[src/rtl/envsup_regs.svh]
`ifndef ENVSUP_REGS_SVH
`define ENVSUP_REGS_SVH
// register byte offsets (word aligned)
`define ES_OFF_CTRL      8'h00
`define ES_OFF_TEMP_HI   8'h04
`define ES_OFF_TEMP_LO   8'h08
`define ES_OFF_UV        8'h0C
`define ES_OFF_OV        8'h10
`define ES_OFF_STATUS    8'h14
`define ES_OFF_MSG       8'h18
`define ES_OFF_SENSE     8'h1C
// control fields
`define ES_CTRL_PRES     0
`define ES_CTRL_PSAVE0   1
`define ES_CTRL_PSAVE1   2
`define ES_CTRL_PWRRED   3
`define ES_CTRL_RST      32'h0000_0008
// default thresholds (temperature in 1/1 degC, voltage in mV)
`define ES_NEAR_HI_RST   16'h0050
`define ES_AT_HI_RST     16'h005A
`define ES_NEAR_LO_RST   16'hFFE7
`define ES_AT_LO_RST     16'hFFE2
`define ES_UV_RST        16'h0CE4
`define ES_OV_RST        16'h1194
`define ES_UV_OFS_RST    16'h0000
`define ES_MARGIN_MV     16'h0032
`define ES_CLS_DOWN_C    16'h004B
`define ES_CLS_UP_C      16'h0046
// timing
`define ES_CLK_HZ        20000000
`define ES_GUARD_S       120
`define ES_BLOCK_S       60
`endif

[src/rtl/envsup_pkg.sv]
package envsup_pkg;
  // message kinds posted to the host
  typedef enum logic [3:0] {
    ES_MSG_NONE    = 4'h0,
    ES_MSG_THERM   = 4'h1,
    ES_MSG_UV_WARN = 4'h2,
    ES_MSG_UV_SHDN = 4'h3,
    ES_MSG_OV_WARN = 4'h4,
    ES_MSG_OV_SHDN = 4'h5
  } es_msg_e;
  // supervisor state
  typedef enum logic [1:0] {
    ES_ST_RUN  = 2'b00,
    ES_ST_SHDN = 2'b01
  } es_state_e;
  // wishbone request
  typedef struct packed {
    logic        cyc;
    logic        stb;
    logic        we;
    logic [7:0]  adr;
    logic [3:0]  sel;
    logic [31:0] dat;
  } es_wb_req_s;
  // message record
  typedef struct packed {
    es_msg_e           kind;
    logic signed [2:0] level;
  } es_msg_s;
endpackage

[src/rtl/envsup.sv]
// The address map and the Wishbone register port were left to the implementer.
`timescale 1ns/1ps
`default_nettype none
`include "envsup_regs.svh"

// What this block does
// [RULE1] thermal levels encoded 1, -1, 0
// [RULE2] thermal message on leaving or reentering range
// [RULE3] setting 1 always presents levels 1,-1,0
// [RULE4] setting 0 presents only in guard window
// [RULE5] level 2/-2 always, then shutdown
// [RULE6] undervoltage warning within margin above threshold
// [RULE7] undervoltage warning once per approach
// [RULE8] one undervoltage shutdown message, then silence
// [RULE9] supply messages need no enable
// [RULE10] host lowers undervoltage threshold by offset
// [RULE11] overvoltage warning within margin below threshold
// [RULE12] overvoltage warning once per approach
// [RULE13] one overvoltage shutdown message, then silence
// [RULE14] drop to class 8 at 75 degC
// [RULE15] restore only at 70 degC or below
// [RULE16] block return for one minute
// [RULE17] power save mode 2 idles both uarts
// [RULE18] no sleep while usb active; code blocks only entry, sleep already set is kept
// [RULE19] host keeps usb supply sense enabled
// [RULE20] power reduction on by default, host changeable
// [RULE21] request-to-send falling edge wakes, clear-to-send ready
// [RULE22] four configurable temperature thresholds
module envsup
  import envsup_pkg::*;
#(
  parameter int unsigned GUARD_CYC = `ES_GUARD_S * `ES_CLK_HZ, // guard window
  parameter int unsigned BLOCK_CYC = `ES_BLOCK_S * `ES_CLK_HZ  // class lock-out
) (
  // clock and reset
  input  wire logic        clk_i,
  input  wire logic        rst_i,
  // wishbone slave
  input  wire logic        wb_cyc_i,
  input  wire logic        wb_stb_i,
  input  wire logic        wb_we_i,
  input  wire logic [7:0]  wb_adr_i,
  input  wire logic [3:0]  wb_sel_i,
  input  wire logic [31:0] wb_dat_i,
  output logic      [31:0] wb_dat_o,
  output logic             wb_ack_o,
  // sensors (already averaged, from other clock domains)
  input  wire logic [15:0] temp_i,
  input  wire logic [15:0] vsup_i,
  input  wire logic        tx_multislot_i,
  input  wire logic        usb_supply_sense_i,
  input  wire logic        usb_suspend_i,
  input  wire logic        host_request_to_send_i,
  // outputs
  output logic             msg_valid_o,
  output logic      [6:0]  msg_o,
  output logic             shutdown_o,
  output logic             class_reduced_o,
  output logic             pwr_reduce_o,
  output logic             uart_sleep_o,
  output logic             module_clear_to_send_o
);

  // all state in one record
  typedef struct packed {
    logic [15:0]       t1, t2, v1, v2;       // two-stage synchronisers
    logic [2:0]        u1, u2;               // usb sense, suspend, rts
    logic              rts_d;                // rts last value (from stage 2)
    logic [31:0]       ctrl_r;
    logic [15:0]       near_hi_r, at_hi_r, near_lo_r, at_lo_r;
    logic [15:0]       uv_r, ov_r, uv_ofs_r;
    logic [31:0]       guard_cnt_r;
    logic              guard_r;
    logic [31:0]       blk_cnt_r;
    logic              cls_red_r;
    logic signed [2:0] lvl_r;
    logic              uv_arm_r, ov_arm_r;
    es_state_e         st_r;
    logic              sleep_r, cts_r;
    logic              mv_r;
    logic [6:0]        msg_r;
    logic [6:0]        last_msg_r;
    logic [31:0]       rd_r;
    logic              ack_r;
    logic [1:0]        fill_r;               // edges seen since reset, saturates at 2
  } es_st_s;

  es_st_s q_r, q_nxt;

  // signed compare of readings
  function automatic logic sge(input logic [15:0] a, input logic [15:0] b);
    sge = $signed(a) >= $signed(b);
  endfunction

  // pack a message record into the output word
  function automatic logic [6:0] pk(input es_msg_e k, input logic signed [2:0] l);
    es_msg_s m;
    m.kind  = k;
    m.level = l;
    pk = m;
  endfunction

  logic signed [2:0] lvl_now;
  logic [15:0]       uv_eff;
  logic              wb_hit;

  // next-state logic
  always_comb begin
    q_nxt = q_r;
    q_nxt.t1 = temp_i;
    q_nxt.t2 = q_r.t1;
    q_nxt.v1 = vsup_i;
    q_nxt.v2 = q_r.v1;
    q_nxt.u1 = {usb_supply_sense_i, usb_suspend_i, host_request_to_send_i};
    q_nxt.u2 = q_r.u1;
    q_nxt.rts_d = q_r.u2[0];
    q_nxt.mv_r = 1'b0;
    q_nxt.ack_r = 1'b0;
    // temperature and supply synchronisers hold zeros out of reset; a zero supply reading would
    // look like undervoltage, so judge nothing until real readings arrive
    if (!q_r.fill_r[1]) begin
      q_nxt.fill_r = q_r.fill_r + 2'b01;
    end
    // threshold after host offset, floored at zero
    uv_eff = (q_r.uv_r > q_r.uv_ofs_r) ? q_r.uv_r - q_r.uv_ofs_r : 16'h0000; // RULE10
    // level from four thresholds
    if (sge(q_r.t2, q_r.at_hi_r)) begin // RULE22
      lvl_now = 3'sd2; // RULE1
    end else if (sge(q_r.at_lo_r, q_r.t2)) begin
      lvl_now = -3'sd2;
    end else if (sge(q_r.t2, q_r.near_hi_r)) begin
      lvl_now = 3'sd1;
    end else if (sge(q_r.near_lo_r, q_r.t2)) begin
      lvl_now = -3'sd1;
    end else begin
      lvl_now = 3'sd0;
    end
    // guard window counts down once after reset
    if (q_r.guard_cnt_r != 32'h0000_0000) begin
      q_nxt.guard_cnt_r = q_r.guard_cnt_r - 32'h0000_0001;
    end else begin
      q_nxt.guard_r = 1'b0; // RULE4
    end
    // supervision, only while running; shutdown silences everything
    if (q_r.st_r == ES_ST_RUN && q_r.fill_r[1]) begin
      q_nxt.lvl_r = lvl_now;
      if (lvl_now == 3'sd2 || lvl_now == -3'sd2) begin
        q_nxt.mv_r = 1'b1; // RULE5
        q_nxt.msg_r = pk(ES_MSG_THERM, lvl_now);
        q_nxt.st_r = ES_ST_SHDN;
      end else if (q_r.v2 < uv_eff) begin
        q_nxt.mv_r = 1'b1; // RULE8 RULE9
        q_nxt.msg_r = pk(ES_MSG_UV_SHDN, 3'sd0);
        q_nxt.st_r = ES_ST_SHDN;
      end else if (q_r.v2 > q_r.ov_r) begin
        q_nxt.mv_r = 1'b1; // RULE13
        q_nxt.msg_r = pk(ES_MSG_OV_SHDN, 3'sd0);
        q_nxt.st_r = ES_ST_SHDN;
      end else if (lvl_now != q_r.lvl_r && (q_r.ctrl_r[`ES_CTRL_PRES] || q_r.guard_r)) begin
        q_nxt.mv_r = 1'b1; // RULE2 RULE3
        q_nxt.msg_r = pk(ES_MSG_THERM, lvl_now);
      end else if (q_r.uv_arm_r && q_r.v2 <= uv_eff + `ES_MARGIN_MV) begin
        q_nxt.mv_r = 1'b1; // RULE6
        q_nxt.msg_r = pk(ES_MSG_UV_WARN, 3'sd0);
        q_nxt.uv_arm_r = 1'b0; // RULE7
      end else if (q_r.ov_arm_r && q_r.v2 + `ES_MARGIN_MV >= q_r.ov_r) begin
        q_nxt.mv_r = 1'b1; // RULE11
        q_nxt.msg_r = pk(ES_MSG_OV_WARN, 3'sd0);
        q_nxt.ov_arm_r = 1'b0; // RULE12
      end
      // re-arm once clear of the warning band
      if (q_r.v2 > uv_eff + `ES_MARGIN_MV) begin
        q_nxt.uv_arm_r = 1'b1; // RULE7
      end
      if (q_r.v2 + `ES_MARGIN_MV < q_r.ov_r) begin
        q_nxt.ov_arm_r = 1'b1; // RULE12
      end
    end
    if (q_nxt.mv_r) begin
      q_nxt.last_msg_r = q_nxt.msg_r;
    end
    // multislot class with hysteresis and lock-out
    if (q_r.blk_cnt_r != 32'h0000_0000) begin
      q_nxt.blk_cnt_r = q_r.blk_cnt_r - 32'h0000_0001;
    end
    if (!q_r.cls_red_r && tx_multislot_i && sge(q_r.t2, `ES_CLS_DOWN_C)) begin
      q_nxt.cls_red_r = 1'b1; // RULE14
      q_nxt.blk_cnt_r = BLOCK_CYC; // RULE16
    end else if (q_r.cls_red_r && q_r.blk_cnt_r == 32'h0000_0000 && sge(`ES_CLS_UP_C, q_r.t2)) begin
      q_nxt.cls_red_r = 1'b0; // RULE15
    end
    // sleep gating: mode 2 selected and usb absent or suspended
    if (q_r.sleep_r && q_r.rts_d && !q_r.u2[0]) begin
      q_nxt.sleep_r = 1'b0; // RULE21
      q_nxt.cts_r = 1'b1;
    end else if (q_r.ctrl_r[`ES_CTRL_PSAVE1] && !q_r.ctrl_r[`ES_CTRL_PSAVE0]
                 && (!q_r.u2[2] || q_r.u2[1])
                 && q_r.u2[0]) begin // an asserted request line keeps the uarts awake
      q_nxt.sleep_r = 1'b1; // RULE17 RULE18 RULE19
      q_nxt.cts_r = 1'b0;
    end else if (!q_r.sleep_r) begin
      q_nxt.cts_r = 1'b1;
    end
    // wishbone slave, one-cycle answer
    wb_hit = wb_cyc_i && wb_stb_i && !q_r.ack_r;
    if (wb_hit) begin
      q_nxt.ack_r = 1'b1;
      q_nxt.rd_r = 32'h0000_0000;
      if (wb_adr_i == `ES_OFF_CTRL) begin
        q_nxt.rd_r = q_r.ctrl_r;
        if (wb_we_i && wb_sel_i[0]) begin
          q_nxt.ctrl_r = {24'h00_0000, wb_dat_i[7:0]};
          q_nxt.sleep_r = 1'b0; // mode change wakes; gate re-evaluates next cycle
        end
      end else if (wb_adr_i == `ES_OFF_TEMP_HI) begin
        q_nxt.rd_r = {q_r.at_hi_r, q_r.near_hi_r};
        if (wb_we_i) begin
          if (wb_sel_i[1:0] == 2'b11) q_nxt.near_hi_r = wb_dat_i[15:0];
          if (wb_sel_i[3:2] == 2'b11) q_nxt.at_hi_r = wb_dat_i[31:16];
        end
      end else if (wb_adr_i == `ES_OFF_TEMP_LO) begin
        q_nxt.rd_r = {q_r.at_lo_r, q_r.near_lo_r};
        if (wb_we_i) begin
          if (wb_sel_i[1:0] == 2'b11) q_nxt.near_lo_r = wb_dat_i[15:0];
          if (wb_sel_i[3:2] == 2'b11) q_nxt.at_lo_r = wb_dat_i[31:16];
        end
      end else if (wb_adr_i == `ES_OFF_UV) begin
        q_nxt.rd_r = {q_r.uv_ofs_r, q_r.uv_r};
        if (wb_we_i) begin
          if (wb_sel_i[1:0] == 2'b11) q_nxt.uv_r = wb_dat_i[15:0];
          if (wb_sel_i[3:2] == 2'b11) q_nxt.uv_ofs_r = wb_dat_i[31:16]; // RULE10
        end
      end else if (wb_adr_i == `ES_OFF_OV) begin
        q_nxt.rd_r = {16'h0000, q_r.ov_r};
        if (wb_we_i && wb_sel_i[1:0] == 2'b11) q_nxt.ov_r = wb_dat_i[15:0];
      end else if (wb_adr_i == `ES_OFF_STATUS) begin
        q_nxt.rd_r = {22'h00_0000, q_r.cts_r, q_r.sleep_r, q_r.cls_red_r, q_r.guard_r,
                      q_r.st_r == ES_ST_SHDN, q_r.lvl_r, q_r.uv_arm_r, q_r.ov_arm_r};
      end else if (wb_adr_i == `ES_OFF_MSG) begin
        q_nxt.rd_r = {25'h000_0000, q_r.last_msg_r};
      end else if (wb_adr_i == `ES_OFF_SENSE) begin
        q_nxt.rd_r = {q_r.v2, q_r.t2};
      end
    end
  end

  // register stage
  always_ff @(posedge clk_i) begin
    if (rst_i) begin
      q_r <= '0;
      // sync stages rest at the idle pin levels so no false wake edge follows reset
      q_r.u1 <= 3'b001;
      q_r.u2 <= 3'b001;
      q_r.rts_d <= 1'b1;
      q_r.ctrl_r <= `ES_CTRL_RST; // RULE20
      q_r.near_hi_r <= `ES_NEAR_HI_RST;
      q_r.at_hi_r <= `ES_AT_HI_RST;
      q_r.near_lo_r <= `ES_NEAR_LO_RST;
      q_r.at_lo_r <= `ES_AT_LO_RST;
      q_r.uv_r <= `ES_UV_RST;
      q_r.ov_r <= `ES_OV_RST;
      q_r.uv_ofs_r <= `ES_UV_OFS_RST;
      q_r.guard_cnt_r <= GUARD_CYC;
      q_r.guard_r <= 1'b1;
      q_r.uv_arm_r <= 1'b1;
      q_r.ov_arm_r <= 1'b1;
      q_r.st_r <= ES_ST_RUN;
      q_r.cts_r <= 1'b1;
    end else begin
      q_r <= q_nxt;
    end
  end

  // outputs straight from flops
  assign wb_dat_o = q_r.rd_r;
  assign wb_ack_o = q_r.ack_r;
  assign msg_valid_o = q_r.mv_r;
  assign msg_o = q_r.msg_r;
  assign shutdown_o = q_r.st_r == ES_ST_SHDN;
  assign class_reduced_o = q_r.cls_red_r;
  assign pwr_reduce_o = q_r.ctrl_r[`ES_CTRL_PWRRED]; // RULE20
  assign uart_sleep_o = q_r.sleep_r;
  assign module_clear_to_send_o = q_r.cts_r;

  // assertions
  property p_shdn_stays;
    @(posedge clk_i) disable iff (rst_i) shutdown_o |=> shutdown_o && !msg_valid_o;
  endproperty
  a_shdn_stays: assert property (p_shdn_stays) else $error("message after shutdown"); // RULE8

  property p_crit_shdn;
    @(posedge clk_i) disable iff (rst_i)
      (!shutdown_o && (lvl_now == 3'sd2 || lvl_now == -3'sd2)) |=> shutdown_o && msg_valid_o;
  endproperty
  a_crit_shdn: assert property (p_crit_shdn) else $error("critical level without shutdown"); // RULE5

  property p_no_sleep_usb;
    @(posedge clk_i) disable iff (rst_i) (q_r.u2[2] && !q_r.u2[1] && !uart_sleep_o) |=> !uart_sleep_o;
  endproperty
  a_no_sleep_usb: assert property (p_no_sleep_usb) else $error("sleep with usb active"); // RULE18

  property p_quiet_guard;
    @(posedge clk_i) disable iff (rst_i)
      (msg_valid_o && msg_o[6:3] == ES_MSG_THERM && msg_o[2:0] != 3'sd2 && msg_o[2:0] != 3'b110)
      |-> ($past(q_r.ctrl_r[`ES_CTRL_PRES]) || $past(q_r.guard_r));
  endproperty
  a_quiet_guard: assert property (p_quiet_guard) else $error("thermal message outside window"); // RULE4

  property p_cls_block;
    @(posedge clk_i) disable iff (rst_i) $rose(class_reduced_o) |-> ##1 class_reduced_o [*8];
  endproperty
  a_cls_block: assert property (p_cls_block) else $error("class restored too soon"); // RULE16

  property p_uv_once;
    @(posedge clk_i) disable iff (rst_i)
      (msg_valid_o && msg_o[6:3] == ES_MSG_UV_WARN) |-> !q_r.uv_arm_r;
  endproperty
  a_uv_once: assert property (p_uv_once) else $error("undervoltage warning re-armed early"); // RULE7

  property p_ov_once;
    @(posedge clk_i) disable iff (rst_i)
      (msg_valid_o && msg_o[6:3] == ES_MSG_OV_WARN) |-> !q_r.ov_arm_r;
  endproperty
  a_ov_once: assert property (p_ov_once) else $error("overvoltage warning re-armed early"); // RULE12

  property p_ack;
    @(posedge clk_i) disable iff (rst_i) (wb_cyc_i && wb_stb_i && !wb_ack_o) |=> wb_ack_o ##1 !wb_ack_o;
  endproperty
  a_ack: assert property (p_ack) else $error("bus answer timing wrong");

  // class steps, sleep and wake, and message consistency
  property p_cls_down;
    @(posedge clk_i) disable iff (rst_i)
      (!class_reduced_o && tx_multislot_i && $signed(q_r.t2) >= $signed(`ES_CLS_DOWN_C)) |=> class_reduced_o;
  endproperty
  a_cls_down: assert property (p_cls_down) else $error("class not reduced when hot"); // RULE14

  property p_cls_hold;
    @(posedge clk_i) disable iff (rst_i)
      (class_reduced_o && $signed(q_r.t2) > $signed(`ES_CLS_UP_C)) |=> class_reduced_o;
  endproperty
  a_cls_hold: assert property (p_cls_hold) else $error("class restored above hysteresis point"); // RULE15

  property p_wake;
    @(posedge clk_i) disable iff (rst_i)
      (uart_sleep_o && q_r.rts_d && !q_r.u2[0]) |=> !uart_sleep_o && module_clear_to_send_o;
  endproperty
  a_wake: assert property (p_wake) else $error("request line did not wake"); // RULE21

  property p_sleep_cts;
    @(posedge clk_i) disable iff (rst_i) uart_sleep_o |-> !module_clear_to_send_o;
  endproperty
  a_sleep_cts: assert property (p_sleep_cts) else $error("ready shown while asleep"); // RULE17

  property p_shdn_msg;
    @(posedge clk_i) disable iff (rst_i) $rose(shutdown_o) |-> msg_valid_o;
  endproperty
  a_shdn_msg: assert property (p_shdn_msg) else $error("shutdown without its message"); // RULE8

  property p_therm_lvl;
    @(posedge clk_i) disable iff (rst_i)
      (msg_valid_o && msg_o[6:3] == ES_MSG_THERM) |-> msg_o[2:0] == q_r.lvl_r;
  endproperty
  a_therm_lvl: assert property (p_therm_lvl) else $error("alert level differs from tracked level"); // RULE1

  c_shdn:  cover property (@(posedge clk_i) disable iff (rst_i) $rose(shutdown_o));
  c_cls:   cover property (@(posedge clk_i) disable iff (rst_i) $fell(class_reduced_o));
  c_sleep: cover property (@(posedge clk_i) disable iff (rst_i) $fell(uart_sleep_o));
  c_uv_warn: cover property (@(posedge clk_i) disable iff (rst_i) msg_valid_o && msg_o[6:3] == ES_MSG_UV_WARN);
  c_wake:  cover property (@(posedge clk_i) disable iff (rst_i) $rose(module_clear_to_send_o));

endmodule
`default_nettype wire

[config.mk]
export PLATFORM = sky130hd
export DESIGN_NAME = envsup
export DESIGN_NICKNAME = d
export VERILOG_FILES = /design/src/rtl/envsup_pkg.sv /design/src/rtl/envsup.sv
export VERILOG_INCLUDE_DIRS = /design/src /design/src/rtl
export SDC_FILE = /design/constraint.sdc
export NUM_CORES = 1
export LEC_CHECK = 0
export BUFFER_PORTS_ARGS = -buffer_cell sky130_fd_sc_hd__buf_2
export CAP_MARGIN = 20
export CORE_AREA = 2 2 140 211
export DETAILED_ROUTE_END_ITERATION = 12
export DIE_AREA = 0 0 142 213
export PLACE_DENSITY = 0.79
export SLEW_MARGIN = 20
export SYNTH_ARGS = -nofsm -noshare
export SYNTH_HDL_FRONTEND = slang
export SYNTH_SLANG_ARGS = --single-unit
[constraint.sdc]
create_clock -name clk_i -period 8 [get_ports clk_i]
set_input_delay 0.4 -clock clk_i [delete_from_list [all_inputs] [get_ports clk_i]]
set_output_delay 0.4 -clock clk_i [all_outputs]
set_load 0.01 [all_outputs]
---- Word-level counts from Yosys, hierarchy flattened ----
Cells that the tools add are included.
storage, ports and cells
  input bits .............................. 85
  register bits after elaboration ......... 316
  word-level logic and storage cells ...... 172
cells by class
  bitwise operators ....................... 4
  equal/unequal tests ..................... 23
  order comparisons ....................... 13
  $add $sub $neg .......................... 6
  reductions and logical operators ........ 48
  mux-type cells .......................... 45
operators with widths
  kind                     count
  $mux W32                 8
  $ge A16 B16 Y1           5
  $reduce_bool A32 Y1      2
  $sub A32 B1 Y32 const B  2
  $mux W31                 2
  $mux W8                  7
  $gt A16 B16 Y1           3
  $add A16 B6 Y16 const B  2
  $eq A8 B5 Y1 const B     4
  $logic_not A32 Y1        1
  $lt A16 B16 Y1           2
  $reduce_and A7 Y1        4
  $ne A2 B1 Y1 const B     10
  $mux W2                  9
  $reduce_and A6 Y1        3
  $logic_and A1 B1 Y1      17
  $eq A8 B4 Y1 const B     2
  $ge A16 B8 Y1 const B    1
  $ge A8 B16 Y1 const A    1
  $le A16 B16 Y1           1
  $mux W16                 1
  $sub A16 B16 Y16         1
  $mux W1                  14
  $mux W3                  4
  other kinds (18)         33

---- Depth between registers and ports, before layout ----
  depth after elaboration ................. 12
  gate-level depth with buffers ........... 31
  mapped depth without buffers ............ 30

---- Worst setup path before layout ----
OpenSTA, ideal clock, no wires.
  path kind ............................... register to register
  from .................................... register q_r[157] (netlist name)
  to ...................................... register q_r[39] (netlist name)
  required time ........................... 7.941 ns
  library setup time ...................... 0.059 ns
  period minus slack after synthesis ...... 5.695 ns
  arrival ................................. 5.635 ns
  buffers on the path ..................... 1
  stages on the path, launching flop included .. 31
  path slack .............................. 2.305 ns
  cell sequence ........................... dfxtp_1 -> inv_1 -> ha_1 -> inv_1 -> fa_1 -> a21o_1 -> a21oi_1 -> o21ai_0 -> a31oi_1 -> o21ai_0 -> o21a_1 -> clkbuf_1 -> nand2_1 -> inv_1 -> ha_1 -> a21oi_1 -> o21ai_0 -> nand3_1 -> or3_1 -> nor4_1 -> mux2_2 -> ha_1 -> nand4_1 -> or2_2 -> nor4_1 -> a21oi_1 -> nand2b_1 -> o21ai_0 -> nand3_1 -> a2111oi_2 -> a22o_1
on the way
  longest elaborated chain between the ends .. 11
  elaborated cells between the ends (all ways) .. 13
  classes of those cells .................. add/sub: 2; order compare: 3; mux: 7; reduce/logical: 1
RTL lines
  element                                             line           RTL
  from (decl)                                         envsup.sv:88   es_st_s q_r, q_nxt;
  from (signal assigned)                              envsup.sv:270  q_r <= q_nxt;
  $sub A16 B16 Y16 or $gt A16 B16 Y1 (tied branches)  envsup.sv:125  uv_eff = (q_r.uv_r > q_r.uv_ofs_r) ? q_r.uv_r - q_r.uv_ofs_r : 16'h0000;
  $mux W16 *                                          envsup.sv:125
  $add A16 B6 Y16 (no line)                           --
  $le A16 B16 Y1 (no line)                            --
  $logic_and A1 B1 Y1 (no line)                       --
  $mux W8                                             envsup.sv:162  end else if (q_r.uv_arm_r && q_r.v2 <= uv_eff + `ES_MARGIN_MV) begin
  $mux W8                                             envsup.sv:159  end else if (lvl_now != q_r.lvl_r && (q_r.ctrl_r[`ES_CTRL_PRES] || q_r.guard_r)) begin
  $mux W8                                             envsup.sv:155  end else if (q_r.v2 > q_r.ov_r) begin
  $mux W8 *                                           envsup.sv:151  end else if (q_r.v2 < uv_eff) begin
  $mux W8 *                                           envsup.sv:147  if (lvl_now == 3'sd2 || lvl_now == -3'sd2) begin
  $mux W8 *                                           envsup.sv:145  if (q_r.st_r == ES_ST_RUN && q_r.fill_r[1]) begin
Mark *: on every way between the ends. The rest lies on a longest branch, timed or not.
A chain may end at the register's enable or synchronous reset.

---- Worst setup path after layout ----
Same ends and word-level chain as after synthesis.

==> impl_metrics.env <==
export IMPL_synth_area_leaders="dfxtp_1 37%, ha_1 11%, nand2_1 6.3%"
export IMPL_path_class="reg -> reg"
export IMPL_min_to="q_nxt[270]"
export IMPL_io_pins=131
export IMPL_gp_congestion=0.995
export IMPL_dieWidth_um=142
export IMPL_die_y_um=213
export IMPL_place_area_mm2=0.0175
export IMPL_cp_top_family="compound AO/OA/AOI/OAI gates"
export IMPL_required_ns=8.52
export IMPL_end_kind="register"
export IMPL_r2r_start="q_r[157]"
export IMPL_portBuffers=130
export IMPL_drcViolationCount=0
export IMPL_min_delay_start="host_request_to_send_i"
export IMPL_yosysSeqAreaShare=0.375
export IMPL_path_buf_inv=3
export IMPL_synth_nets=2245
export IMPL_pwr_density_cell_mw_per_mm2=207
export IMPL_holdPathStages=2
export IMPL_design_area_mm2=0.0185
export IMPL_wl_um=52900
export IMPL_final_cells=2442
export IMPL_post_cts_buffers=0
export IMPL_synth_edff_count=0
export IMPL_overflow=0
export IMPL_cp_start_kind="register"
export IMPL_slew_viol_final=0
export IMPL_rsz0062_at_grt="no"
export IMPL_drt_pass1_iter_count=8
export IMPL_worst_slack_ns=1.29
export IMPL_nFillCells=2416
export IMPL_cts_repair_resized=0
export IMPL_clock_skew_ns=0.0200
export IMPL_r2r_cells=30
export IMPL_fin_nets=2301
export IMPL_core_region_area_mm2=0.0284
export IMPL_ff2ff_setup_slack_ns=1.29
export IMPL_yosysMostFrequentCell="dfxtp_1"
export IMPL_grt_max_degree=71
export IMPL_yosysUniqueCellTypes=69
export IMPL_synth_ff_type="dfxtp_1"
export IMPL_antenna_found_initial=0
export IMPL_hpwl_um=40000
export IMPL_synthTopCellsByCount="315 x dfxtp_1, 281 x nand2_1, 167 x a21oi_1"
export IMPL_max_cap_viol_count=0
export IMPL_grt_pass1_vias=14600
export IMPL_tightestPinTransition_ns=1.10
export IMPL_hp_class="in -> reg"
export IMPL_crit_path_frequent_cell="a21oi_1"
export IMPL_fp_dieArea_mm2=0.0302
export IMPL_min_period_ns=6.71
export IMPL_htreeDepth=1
export IMPL_syn_instance_count=2013
export IMPL_initial_utilization=0.592
export IMPL_critical_path_max_stage_delay_ns=0.48
export IMPL_ir_worst_vdd_v=0.000220
export IMPL_cpMaxStageDelayCell="o21a_1"
export IMPL_post_place_ws_ns=1.41
export IMPL_dp_cells=2389
export IMPL_ant_nets=0
export IMPL_finalHoldViolations=0
export IMPL_power_leakage_nw=7.38
export IMPL_rr_endpoint="q_r[39]"
export IMPL_wl_per_cell_um=21.6
export IMPL_n_antenna_cell=0
export IMPL_relSlewSlack=0.265
export IMPL_final_setup_viol_count=0
export IMPL_cts_buffers=29
export IMPL_cts_hold_buf=0
export IMPL_synthArstFlopShare=0
export IMPL_clock_latency_ns=0.58
export IMPL_syn_cell_area_mm2=0.0168
export IMPL_setup_tns_ns=0
export IMPL_grt_usage=0.346
export IMPL_vias_per_cell=6.21
export IMPL_finalCritPeriodShare=0.838
export IMPL_clkSinkCount=315
export IMPL_syn_to_final_growth_pct=10.2
export IMPL_cp_max_fo=15
export IMPL_synth_top_area_frac=0.375
export IMPL_syn_area_per_cell_um2=8.36
export IMPL_yosys_area_top_type="dfxtp_1"
export IMPL_vias=15200
export IMPL_clk_pin_slew_worst_paths_ns=0.07
export IMPL_hold_slack_ns=0.0185
export IMPL_rows=76
export IMPL_drive_above_1_share=0.113
export IMPL_yosysWarnings=0
export IMPL_fmax_mhz=149
export IMPL_ys_ff_latch=315
export IMPL_grt_first_pass_wirelength_um=80600
export IMPL_worstPathArrival_ns=7.22
export IMPL_drt_initial_drc_count=1311
export IMPL_cts_tree="yes"
export IMPL_status="completed"
export IMPL_clk_root_buffer_cell="clkbuf_16"
export IMPL_clk_path_buf_depth=3
-- area by class of cell --
class                      instances  area, um^2  area share
timing repair buffer             150         818      0.0441
clock buffer                      37         806      0.0435
clock inverter                    16         225      0.0121
multi-input combinational       1459        9520       0.513
sequential                       315        6310       0.340
inverter                         114         428      0.0231
tap                              351         439      0.0237
-- where the power goes --
| part | total (mW) | internal (mW) | switching (mW) |
|---|---|---|---|
| Sequential | 1.76 | 1.66 | 0.0941 |
| Combinational | 0.575 | 0.239 | 0.336 |
| Clock | 1.51 | 0.875 | 0.631 |
-- worst max-delay path by stage --
stage | start | endpoint | slack [ns] | depth (start not counted)
finish | q_r[157] | q_r[39] | 1.29 | 30
global route | q_r[157] | q_r[39] | 0.82 | 30
global placement | q_r[157] | q_r[39] | 1.62 | 30
detailed placement | q_r[157] | q_r[39] | 1.41 | 30
floorplan | q_r[157] | q_r[39] | 2.31 | 30
CTS | q_r[157] | q_r[39] | 1.39 | 30
-- worst reg2reg max path, delay by kind of cell (launching register included) --
family / cells / cell delay (ns)
AOI/OAI and AO/OA: 13 / 2.79
and+or+nand+nor: 9 / 2.03
adders and majority gates: 4 / 0.87
muxes: 1 / 0.38
DFF: 1 / 0.33
buffers and inverters: 3 / 0.24
-- cells by family (layout without fill, tap and decap cells) --
family,after synthesis,in the layout,synth area share
muxes,46,46,0.0277
buffers and inverters,239,317,0.0620
and+or+nand+nor,743,743,0.212
DFF,315,315,0.375
AOI/OAI and AO/OA,442,442,0.171
xor gates and xnor gates,81,81,0.0422
adders and majority gates,147,147,0.110
-- state kept, by name (all words and copies together) (netlist names) --
signal / count
msg_valid_o: 1
uart_sleep_o: 1
class_reduced_o: 1
pwr_reduce_o: 1
q_r: 234
msg_o: 7
wb_dat_o: 32
module_clear_to_send_o: 1
wb_ack_o: 1
q_nxt: 36
-- through the flow --
stage | power, mW | util
6_report | 3.84 | 0.652
5_1_grt | 3.99 | 0.652
4_1_cts | 3.84 | 0.652
3_5_place_dp | 2.35 | 0.615
3_3_place_gp | 2.33 | 0.614
2_1_floorplan | 2.19 | -
-- cells in the final DEF, fill, tap and decap left out, drive strengths merged, types with 6 or more instances in the layout --
| cell | netlist | final |
|---|---|---|
| xor2 | 34 | 34 |
| nand3 | 29 | 29 |
| clkbuf | 81 | 37 |
| nor3 | 33 | 33 |
| o21a | 13 | 13 |
| mux2i | 41 | 41 |
| or4 | 13 | 13 |
| nand2 | 281 | 281 |
| nand2b | 10 | 10 |
| and4 | 6 | 6 |
| a221oi | 12 | 12 |
| or2 | 15 | 15 |
| buf | 44 | 150 |
| xnor2 | 47 | 47 |
| inv | 114 | 116 |
| nor4 | 26 | 26 |
| a211oi | 13 | 13 |
| o21ai | 67 | 67 |
| and2 | 9 | 9 |
| nor2b | 93 | 93 |
| and3 | 11 | 11 |
| dfxtp | 315 | 315 |
| ha | 146 | 146 |
| a21oi | 168 | 168 |
| nand4 | 31 | 31 |
| a22o | 17 | 17 |
| nor2 | 150 | 150 |
| clkinv | 0 | 7 |
| o211ai | 22 | 22 |
| a21o | 21 | 21 |
| or3 | 18 | 18 |
| a222oi | 12 | 12 |
| a22oi | 29 | 29 |
| a311oi | 14 | 14 |
| a31oi | 13 | 13 |
-- per-layer routing --
layer | GRT usage | up-vias | part of all wire
met5 | 0 | - | 0
met4 | 0.273 | 0 | 0.092
met3 | 0.0475 | 226 | 0.068
met2 | 0.593 | 686 | 0.48
met1 | 0.384 | 7095 | 0.36
li1 | - | 7154 | -
No activity file was read; power rests on OpenSTA's default activity.
